<file path="src/verilog/idpm_pkg.sv">
`default_nettype none

package idpm_pkg;

  // ---------------------------------------------------------------
  // Idle domains
  // ---------------------------------------------------------------
  localparam int unsigned IDPM_NUM_DOMAINS = 6;
  localparam int unsigned IDPM_DOM_CORE = 0;
  localparam int unsigned IDPM_DOM_DMA = 1;
  localparam int unsigned IDPM_DOM_PERIPH = 2;
  localparam int unsigned IDPM_DOM_EXT_MEM_PORT = 3;
  localparam int unsigned IDPM_DOM_ICACHE = 4;
  localparam int unsigned IDPM_DOM_CLKGEN = 5;

  // ---------------------------------------------------------------
  // Register bus
  // ---------------------------------------------------------------
  localparam int unsigned IDPM_ADDR_W = 8;
  localparam int unsigned IDPM_DATA_W = 32;
  localparam int unsigned IDPM_CNT_W = 32;

  localparam logic [IDPM_ADDR_W-1:0] IDPM_OFF_DOM_EN = 8'h00;
  localparam logic [IDPM_ADDR_W-1:0] IDPM_OFF_DOM_STAT = 8'h04;
  localparam logic [IDPM_ADDR_W-1:0] IDPM_OFF_MEM_LP = 8'h08;
  localparam logic [IDPM_ADDR_W-1:0] IDPM_OFF_PER_LP = 8'h0C;
  localparam logic [IDPM_ADDR_W-1:0] IDPM_OFF_MEM_WAKES = 8'h10;
  localparam logic [IDPM_ADDR_W-1:0] IDPM_OFF_PER_WAKES = 8'h14;
  localparam logic [IDPM_ADDR_W-1:0] IDPM_OFF_MEM_LP_CYC = 8'h18;
  localparam logic [IDPM_ADDR_W-1:0] IDPM_OFF_PER_LP_CYC = 8'h1C;

  localparam logic [IDPM_NUM_DOMAINS-1:0] IDPM_DOM_EN_RESET = 6'h3F;
  localparam logic [IDPM_CNT_W-1:0] IDPM_CNT_RESET = 32'h0000_0000;
  localparam logic [IDPM_DATA_W-1:0] IDPM_RDATA_NONE = 32'h0000_0000;

  // Request from the register master, all signals of one cycle.
  typedef struct packed {
    logic [IDPM_ADDR_W-1:0] addr;
    logic [IDPM_DATA_W-1:0] wdata;
    logic wr;
    logic rd;
  } idpm_bus_req_t;

  // Domain state as seen by one domain's gating logic.
  typedef enum logic [1:0] {
    IDPM_DOM_RUN,
    IDPM_DOM_IDLE,
    IDPM_DOM_RESTORE
  } idpm_dom_state_t;

endpackage : idpm_pkg

`default_nettype wire

</file>
<file path="src/verilog/idpm_unit_ctrl.sv">
`default_nettype none

module idpm_unit_ctrl (
  // Clock and reset
  input wire logic mclk,
  input wire logic reset_n,
  // Activity of the unit
  input wire logic req,
  input wire logic done,
  input wire logic keep_awake,
  // Power state
  output logic low_power,
  output logic wake
);

  // ---------------------------------------------------------------
  // Access tracking
  // ---------------------------------------------------------------
  logic busy_reg;
  logic busy_next;
  logic was_lp_reg;
  logic was_lp_next;

  // An access that does not finish in its own cycle holds the unit awake.
  always_comb begin
    busy_next = busy_reg;
    if (req && !done) begin
      busy_next = 1'b1;
    end else if (done) begin
      busy_next = 1'b0;
    end
    was_lp_next = low_power;
  end

  always_ff @(posedge mclk) begin
    if (!reset_n) begin
      busy_reg <= 1'b0;
      was_lp_reg <= 1'b1;
    end else begin
      busy_reg <= busy_next;
      was_lp_reg <= was_lp_next;
    end
  end

  // The request itself lifts low power in the same cycle, so no wait is added.
  assign low_power = !(req || busy_reg || keep_awake);
  assign wake = was_lp_reg && req;

endmodule : idpm_unit_ctrl

`default_nettype wire

</file>
<file path="src/verilog/idpm_power_manager.sv">
// Behaviour
// - Idle memory arrays sleep automatically.
// - Array request wakes it with no wait.
// - Array sleeps again once accesses end.
// - Inactive unneeded peripherals drop to low power.
// - Peripheral request wakes it without latency while the peripherals domain is enabled.
// - Automatic handling runs beside software domain idling.
// - Each idle domain has own enable.
// - Disabled domain idles keeping all contents.
// - Re-enabled domain resumes with retained state.
// - Six domains: core, DMA, peripherals, memport, cache, clockgen.
`default_nettype none

module idpm_power_manager
  import idpm_pkg::*;
#(
  parameter int unsigned N_MEM = 4,
  parameter int unsigned N_PER = 4
) (
  // Clock and reset
  input wire logic mclk,
  input wire logic reset_n,
  // Register bus
  input wire idpm_bus_req_t bus_req,
  output logic [IDPM_DATA_W-1:0] bus_rdata,
  // Memory arrays
  input wire logic [N_MEM-1:0] mem_req,
  input wire logic [N_MEM-1:0] mem_done,
  output logic [N_MEM-1:0] mem_grant,
  output logic [N_MEM-1:0] mem_low_power,
  // Peripherals
  input wire logic [N_PER-1:0] per_req,
  input wire logic [N_PER-1:0] per_done,
  input wire logic [N_PER-1:0] per_active,
  input wire logic [N_PER-1:0] per_need,
  output logic [N_PER-1:0] per_grant,
  output logic [N_PER-1:0] per_low_power,
  // Idle domains
  output logic [IDPM_NUM_DOMAINS-1:0] dom_clk_en,
  output logic [IDPM_NUM_DOMAINS-1:0] dom_retain,
  output logic [IDPM_NUM_DOMAINS-1:0] dom_restore
);

  // ---------------------------------------------------------------
  // Elaboration checks
  // ---------------------------------------------------------------
  if (N_MEM < 1 || N_MEM > IDPM_DATA_W) begin : g_bad_mem
    $error("N_MEM must lie between 1 and the data width.");
  end
  if (N_PER < 1 || N_PER > IDPM_DATA_W) begin : g_bad_per
    $error("N_PER must lie between 1 and the data width.");
  end

  // ---------------------------------------------------------------
  // Helpers
  // ---------------------------------------------------------------
  // Saturating increment so a long-running count never wraps to zero.
  function automatic logic [IDPM_CNT_W-1:0] sat_inc(input logic [IDPM_CNT_W-1:0] value,
                                                     input logic step);
    logic [IDPM_CNT_W-1:0] result;
    result = value;
    if (step && (value != {IDPM_CNT_W{1'b1}})) begin
      result = value + 32'h0000_0001;
    end
    return result;
  endfunction : sat_inc

  // Zero-extends a vector of unit flags into a data word.
  function automatic logic [IDPM_DATA_W-1:0] widen(input logic [IDPM_DATA_W-1:0] bits,
                                                    input int unsigned count);
    logic [IDPM_DATA_W-1:0] result;
    result = IDPM_RDATA_NONE;
    for (int unsigned i = 0; i < IDPM_DATA_W; i++) begin
      if (i < count) begin
        result[i] = bits[i];
      end
    end
    return result;
  endfunction : widen

  // ---------------------------------------------------------------
  // Memory array automatic low power
  // ---------------------------------------------------------------
  logic [N_MEM-1:0] mem_wake;

  for (genvar m = 0; m < N_MEM; m++) begin : g_mem
    idpm_unit_ctrl u_mem_ctrl (
      .mclk(mclk),
      .reset_n(reset_n),
      .req(mem_req[m]),
      .done(mem_done[m]),
      .keep_awake(1'b0),
      .low_power(mem_low_power[m]),
      .wake(mem_wake[m])
    );
  end

  assign mem_grant = mem_req;

  // ---------------------------------------------------------------
  // Peripheral automatic low power
  // ---------------------------------------------------------------
  logic [N_PER-1:0] per_auto_lp;
  logic [N_PER-1:0] per_wake;
  logic periph_dom_idle;

  for (genvar p = 0; p < N_PER; p++) begin : g_per
    idpm_unit_ctrl u_per_ctrl (
      .mclk(mclk),
      .reset_n(reset_n),
      .req(per_req[p]),
      .done(per_done[p]),
      .keep_awake(per_active[p] || per_need[p]),
      .low_power(per_auto_lp[p]),
      .wake(per_wake[p])
    );
  end

  assign per_grant = per_req & {N_PER{!periph_dom_idle}};

  assign per_low_power = per_auto_lp | {N_PER{periph_dom_idle}};

  // ---------------------------------------------------------------
  // Idle domain control
  // ---------------------------------------------------------------
  logic [IDPM_NUM_DOMAINS-1:0] dom_en_reg;
  logic [IDPM_NUM_DOMAINS-1:0] dom_en_next;
  idpm_dom_state_t dom_state_reg [IDPM_NUM_DOMAINS];
  idpm_dom_state_t dom_state_next [IDPM_NUM_DOMAINS];
  logic [IDPM_NUM_DOMAINS-1:0] dom_idle;
  logic wr_dom_en;

  assign wr_dom_en = bus_req.wr && (bus_req.addr == IDPM_OFF_DOM_EN);

  always_comb begin
    dom_en_next = dom_en_reg;
    if (wr_dom_en) begin
      dom_en_next = bus_req.wdata[IDPM_NUM_DOMAINS-1:0];
    end
  end

  always_comb begin
    for (int unsigned d = 0; d < IDPM_NUM_DOMAINS; d++) begin
      dom_state_next[d] = dom_state_reg[d];
      case (dom_state_reg[d])
        IDPM_DOM_RUN: begin
          if (!dom_en_reg[d]) begin
            dom_state_next[d] = IDPM_DOM_IDLE;
          end
        end
        IDPM_DOM_IDLE: begin
          if (dom_en_reg[d]) begin
            dom_state_next[d] = IDPM_DOM_RESTORE;
          end
        end
        IDPM_DOM_RESTORE: begin
          if (dom_en_reg[d]) begin
            dom_state_next[d] = IDPM_DOM_RUN;
          end else begin
            dom_state_next[d] = IDPM_DOM_IDLE;
          end
        end
        default: begin
          dom_state_next[d] = IDPM_DOM_RUN;
        end
      endcase
    end
  end

  always_ff @(posedge mclk) begin
    if (!reset_n) begin
      dom_en_reg <= IDPM_DOM_EN_RESET;
      for (int unsigned d = 0; d < IDPM_NUM_DOMAINS; d++) begin
        dom_state_reg[d] <= IDPM_DOM_RUN;
      end
    end else begin
      dom_en_reg <= dom_en_next;
      for (int unsigned d = 0; d < IDPM_NUM_DOMAINS; d++) begin
        dom_state_reg[d] <= dom_state_next[d];
      end
    end
  end

  always_comb begin
    for (int unsigned d = 0; d < IDPM_NUM_DOMAINS; d++) begin
      dom_idle[d] = (dom_state_reg[d] == IDPM_DOM_IDLE);
      dom_restore[d] = (dom_state_reg[d] == IDPM_DOM_RESTORE);
    end
  end

  assign dom_clk_en = dom_en_reg;
  assign dom_retain = dom_idle;
  assign periph_dom_idle = !dom_en_reg[IDPM_DOM_PERIPH];

  // ---------------------------------------------------------------
  // Activity counters
  // ---------------------------------------------------------------
  logic [IDPM_CNT_W-1:0] mem_wakes_reg;
  logic [IDPM_CNT_W-1:0] mem_wakes_next;
  logic [IDPM_CNT_W-1:0] per_wakes_reg;
  logic [IDPM_CNT_W-1:0] per_wakes_next;
  logic [IDPM_CNT_W-1:0] mem_lp_cyc_reg;
  logic [IDPM_CNT_W-1:0] mem_lp_cyc_next;
  logic [IDPM_CNT_W-1:0] per_lp_cyc_reg;
  logic [IDPM_CNT_W-1:0] per_lp_cyc_next;

  // A write to a counter clears it; an event in that cycle counts from zero.
  always_comb begin
    mem_wakes_next = sat_inc(mem_wakes_reg, |mem_wake);
    per_wakes_next = sat_inc(per_wakes_reg, |per_wake);
    mem_lp_cyc_next = sat_inc(mem_lp_cyc_reg, &mem_low_power);
    per_lp_cyc_next = sat_inc(per_lp_cyc_reg, &per_low_power);
    if (bus_req.wr) begin
      case (bus_req.addr)
        IDPM_OFF_MEM_WAKES: begin
          mem_wakes_next = sat_inc(IDPM_CNT_RESET, |mem_wake);
        end
        IDPM_OFF_PER_WAKES: begin
          per_wakes_next = sat_inc(IDPM_CNT_RESET, |per_wake);
        end
        IDPM_OFF_MEM_LP_CYC: begin
          mem_lp_cyc_next = sat_inc(IDPM_CNT_RESET, &mem_low_power);
        end
        IDPM_OFF_PER_LP_CYC: begin
          per_lp_cyc_next = sat_inc(IDPM_CNT_RESET, &per_low_power);
        end
        default: begin
          mem_wakes_next = mem_wakes_next;
        end
      endcase
    end
  end

  always_ff @(posedge mclk) begin
    if (!reset_n) begin
      mem_wakes_reg <= IDPM_CNT_RESET;
      per_wakes_reg <= IDPM_CNT_RESET;
      mem_lp_cyc_reg <= IDPM_CNT_RESET;
      per_lp_cyc_reg <= IDPM_CNT_RESET;
    end else begin
      mem_wakes_reg <= mem_wakes_next;
      per_wakes_reg <= per_wakes_next;
      mem_lp_cyc_reg <= mem_lp_cyc_next;
      per_lp_cyc_reg <= per_lp_cyc_next;
    end
  end

  // ---------------------------------------------------------------
  // Register read port
  // ---------------------------------------------------------------
  logic [IDPM_DATA_W-1:0] rdata_reg;
  logic [IDPM_DATA_W-1:0] rdata_next;
  logic [IDPM_DATA_W-1:0] mem_lp_word;
  logic [IDPM_DATA_W-1:0] per_lp_word;

  assign mem_lp_word = widen(IDPM_DATA_W'(mem_low_power), N_MEM);
  assign per_lp_word = widen(IDPM_DATA_W'(per_low_power), N_PER);

  // Read data stand only in the cycle after the read strobe.
  always_comb begin
    rdata_next = IDPM_RDATA_NONE;
    if (bus_req.rd) begin
      case (bus_req.addr)
        IDPM_OFF_DOM_EN: begin
          rdata_next = IDPM_DATA_W'(dom_en_reg);
        end
        IDPM_OFF_DOM_STAT: begin
          rdata_next = IDPM_DATA_W'(dom_idle);
        end
        IDPM_OFF_MEM_LP: begin
          rdata_next = mem_lp_word;
        end
        IDPM_OFF_PER_LP: begin
          rdata_next = per_lp_word;
        end
        IDPM_OFF_MEM_WAKES: begin
          rdata_next = mem_wakes_reg;
        end
        IDPM_OFF_PER_WAKES: begin
          rdata_next = per_wakes_reg;
        end
        IDPM_OFF_MEM_LP_CYC: begin
          rdata_next = mem_lp_cyc_reg;
        end
        IDPM_OFF_PER_LP_CYC: begin
          rdata_next = per_lp_cyc_reg;
        end
        default: begin
          rdata_next = IDPM_RDATA_NONE;
        end
      endcase
    end
  end

  always_ff @(posedge mclk) begin
    if (!reset_n) begin
      rdata_reg <= IDPM_RDATA_NONE;
    end else begin
      rdata_reg <= rdata_next;
    end
  end

  assign bus_rdata = rdata_reg;

endmodule : idpm_power_manager

`default_nettype wire

</file>
<file path="config.mk">
export PLATFORM = sky130hd
export DESIGN_NAME = idpm_power_manager
export DESIGN_NICKNAME = d
export VERILOG_FILES = /design/src/verilog/idpm_pkg.sv /design/src/verilog/idpm_unit_ctrl.sv /design/src/verilog/idpm_power_manager.sv
export SDC_FILE = /design/constraint.sdc
export NUM_CORES = 1
export LEC_CHECK = 0
export ABC_AREA = 1
export BUFFER_PORTS_ARGS = -buffer_cell sky130_fd_sc_hd__buf_4
export CORE_ASPECT_RATIO = 1.4
export CORE_MARGIN = 10
export CORE_UTILIZATION = 52
export CTS_CLUSTER_SIZE = 10
export DETAILED_ROUTE_END_ITERATION = 12
export GPL_ROUTABILITY_DRIVEN = 0
export GPL_TIMING_DRIVEN = 1
export PLACE_DENSITY = 0.72
export SYNTH_ARGS = -nofsm -noshare
export SYNTH_HDL_FRONTEND = slang
export SYNTH_SLANG_ARGS = --single-unit
</file>
<file path="constraint.sdc">
create_clock -name mclk -period 2.3 [get_ports mclk]
set_input_delay 0.46 -clock mclk [delete_from_list [all_inputs] [get_ports mclk]]
set_output_delay 0.46 -clock mclk [all_outputs]
set_load 0.1 [all_outputs]
</file>
==> results.json <==
{
  "startpoint": "per_wakes_reg[0]$_SDFF_PN0_",
  "routed-via-count": 12514,
  "cpMostUsedCell": "nor2_1",
  "max_freq_mhz": 485,
  "antenna-diode-count": 0,
  "hold_path.startpoint": "mem_done[3]",
  "htreeDepth": 4,
  "ys.flop_type": "dfxtp_1",
  "worstSetupStartpointType": "flop",
  "worstSetupPathType": "reg -> reg",
  "hold_viol_final": 0,
  "drc_errors": 0,
  "rsz0062_at_grt": "false",
  "drv_cap": 0,
  "initial_core_util_pct": 53.2,
  "cts_resized": 0,
  "drive_gt1_share_pct": 13.9,
  "grtUsageTotal_pct": 25.8,
  "yosysSeqAreaShare_pct": 33.3,
  "yosysTopAreaCellShare_pct": 33.3,
  "slowest_delay_ns": 0.44,
  "numCtsBuffers": 17,
  "ys_ff_latch": 194,
  "root_buffer": "clkbuf_16",
  "coreArea_mm2": 0.0219,
  "dp_hpwl_um": 29400,
  "report.final.slew_viol_count": 0,
  "critPathSlowestCell": "dfxtp_1",
  "postLayoutCoreUtil_pct": 61.3,
  "grt_max_degree": 29,
  "crit_buf_inv": 2,
  "synth_most_common_cell": "nand2_1",
  "numPortBuffers": 107,
  "synth_edf_count": 0,
  "ys_types": 38,
  "synth_cells": 1901,
  "ir_drop_mv": 0.547,
  "tns_ns": 0,
  "cp.required_ns": 2.63,
  "dieArea_mm2": 0.0289,
  "hold_path.class": "in -> reg",
  "p_leak_uw": 0.00514,
  "clk_pin_slew_ns": 0.08,
  "r2r-start": "per_wakes_reg[0]$_SDFF_PN0_",
  "io_pins": 134,
  "worstPathMaxFanout": 17,
  "cts_sinks": 194,
  "row_count": 64,
  "cts.path.max_buffers": 2,
  "cts_tree": "built",
  "ys_top_cells_by_count": "625 x nand2_1, 355 x nor2_1, 194 x dfxtp_1, 184 x inv_1, 132 x nand3_1",
  "relSlewSlack_pct": 61.0,
  "syn_avg_cell_area_um2": 6.13,
  "finalCritPeriodShare_pct": 89.7,
  "period_needed_ns": 2.06,
  "drt_pass1_iterations": 6,
  "vias_per_cell": 5.39,
  "holdBufCountCts": 0,
  "synth_area_leaders": "dfxtp_1 33%, nand2_1 20%, nor2_1 11%, inv_1 5.9%, nand3_1 5.7%",
  "grt_pass1_wl_um": 60400,
  "powerDensity_mw_per_mm2": 532,
  "antenna_found_initial": 0,
  "setup_viol": 0,
  "arrival_ns": 2.40,
  "synth_warnings": 0,
  "worst_slew_pin_slew_ns": 0.579,
  "worst_skew_pair.late_latency_ns": 0.45,
  "yosys.area.top_type": "dfxtp_1",
  "finalNetCount": 2083,
  "post_cts_buffers": 0,
  "fillers": 2250,
  "drtIter0Drc": 1134,
  "synth_area_mm2": 0.0117,
  "finClkSkew_ns": 0.0113,
  "die_h_um": 197,
  "wirelength_um": 37600,
  "gr-total-overflow": 0,
  "wl_per_cell_um": 16.2,
  "fp.dieW_um": 147,
  "detail-route-antenna-nets": 0,
  "async_flop_share_pct": 0,
  "grt_pass1_vias": 12006,
  "cpLargestDelayFamily": "simple AND/OR/NAND/NOR gates",
  "area_delta_synth_final_pct": 15.4,
  "status": "complete, no violations",
  "cp-end-kind": "flop",
  "crit_path_cell_trace": "ha_1 -> inv_1 -> nor2_1 -> nand2_1 -> nor2_2 -> nand2_1 -> nand2_2 -> inv_2 -> nor2_1 -> nor2_1",
  "synth.net_count": 1973
}
-- final timing paths --
kind	slack, ns	to	depth (start not counted)
max	0.24	per_wakes_reg[1]$_SDFF_PN0_	10
min	0.16	g_mem[3].u_mem_ctrl.busy_reg$_SDFFE_PN0P_	2
max reg2reg	0.24	per_wakes_reg[1]$_SDFF_PN0_	10
min reg2reg	0.45	dom_state_reg[0][0]$_SDFFE_PN0P_	1
-- through the flow --
step | instance area [um^2] | power (uW) | hold WS, ns | setup WS [ns] | instances
after CTS | 13500 | 7210 | 0.147 | 0.297 | 2321
final | 13500 | 7160 | 0.162 | 0.237 | 2321
after global routing | 13500 | 7380 | 0.148 | 0.0732 | 2321
after floorplan | 11700 | 3830 | 0.417 | 0.0202 | 1901
after global placement | 12800 | 3980 | 0.422 | 0.216 | 2289
after detailed placement | 12800 | 3990 | 0.434 | 0.167 | 2289
-- layout by cell type, fill, tap and decap left out, types with 7 or more instances in the layout --
cell type and instances:
nor2_2 14, nand2_2 32, a21oi_1 60, clkbuf_16 17
xor2_1 41, a21oi_2 24, dfxtp_1 193, nor3_1 11
buf_4 149, nor2_1 355, inv_2 7, o22ai_1 34
inv_1 184, nand4_1 37, nand2_1 623, o21ai_0 45
nand3_1 132
-- cells by family (layout without fill, tap and decap cells) --
kind of cell | count (synthesis) | count (layout) | synth area share [%]
simple gates | 1227 | 1227 | 44.2
buf+inv | 256 | 379 | 9.83
flops | 194 | 194 | 33.3
fa+ha+maj | 4 | 4 | 0.429
compound gates | 176 | 176 | 8.89
xor+xnor | 44 | 44 | 3.30
-- cell type report --
type / count / area (um^2) / area share (%)
clock buffer: 18 / 439 / 3.26
clock inverter: 14 / 191 / 1.42
sequential: 194 / 3880 / 28.9
tap: 297 / 372 / 2.76
timing repair buffer: 153 / 1200 / 8.91
inverter: 194 / 733 / 5.45
multi-input combinational: 1451 / 6640 / 49.3
-- power by group --
| group | leakage, uW | internal (uW) | total [uW] | switching, uW |
|---|---|---|---|---|
| Clock | 0.000309 | 1780 | 3250 | 1460 |
| Sequential | 0.00157 | 3380 | 3410 | 24.3 |
| Combinational | 0.00326 | 145 | 500 | 355 |
| Total | 0.00514 | 5310 | 7160 | 1840 |
-- metal layers --
| metal | vias to the layer above | track usage [%] | part of all wire (%) |
|---|---|---|---|
| li1 | 6189 | - | - |
| met4 | 0 | 14.6 | 5.9 |
| met2 | 495 | 48.3 | 51 |
| met5 | - | 0 | 0 |
| met1 | 5709 | 26.9 | 37 |
| met3 | 121 | 3.87 | 5.6 |
(Power assumes the default switching activity.)
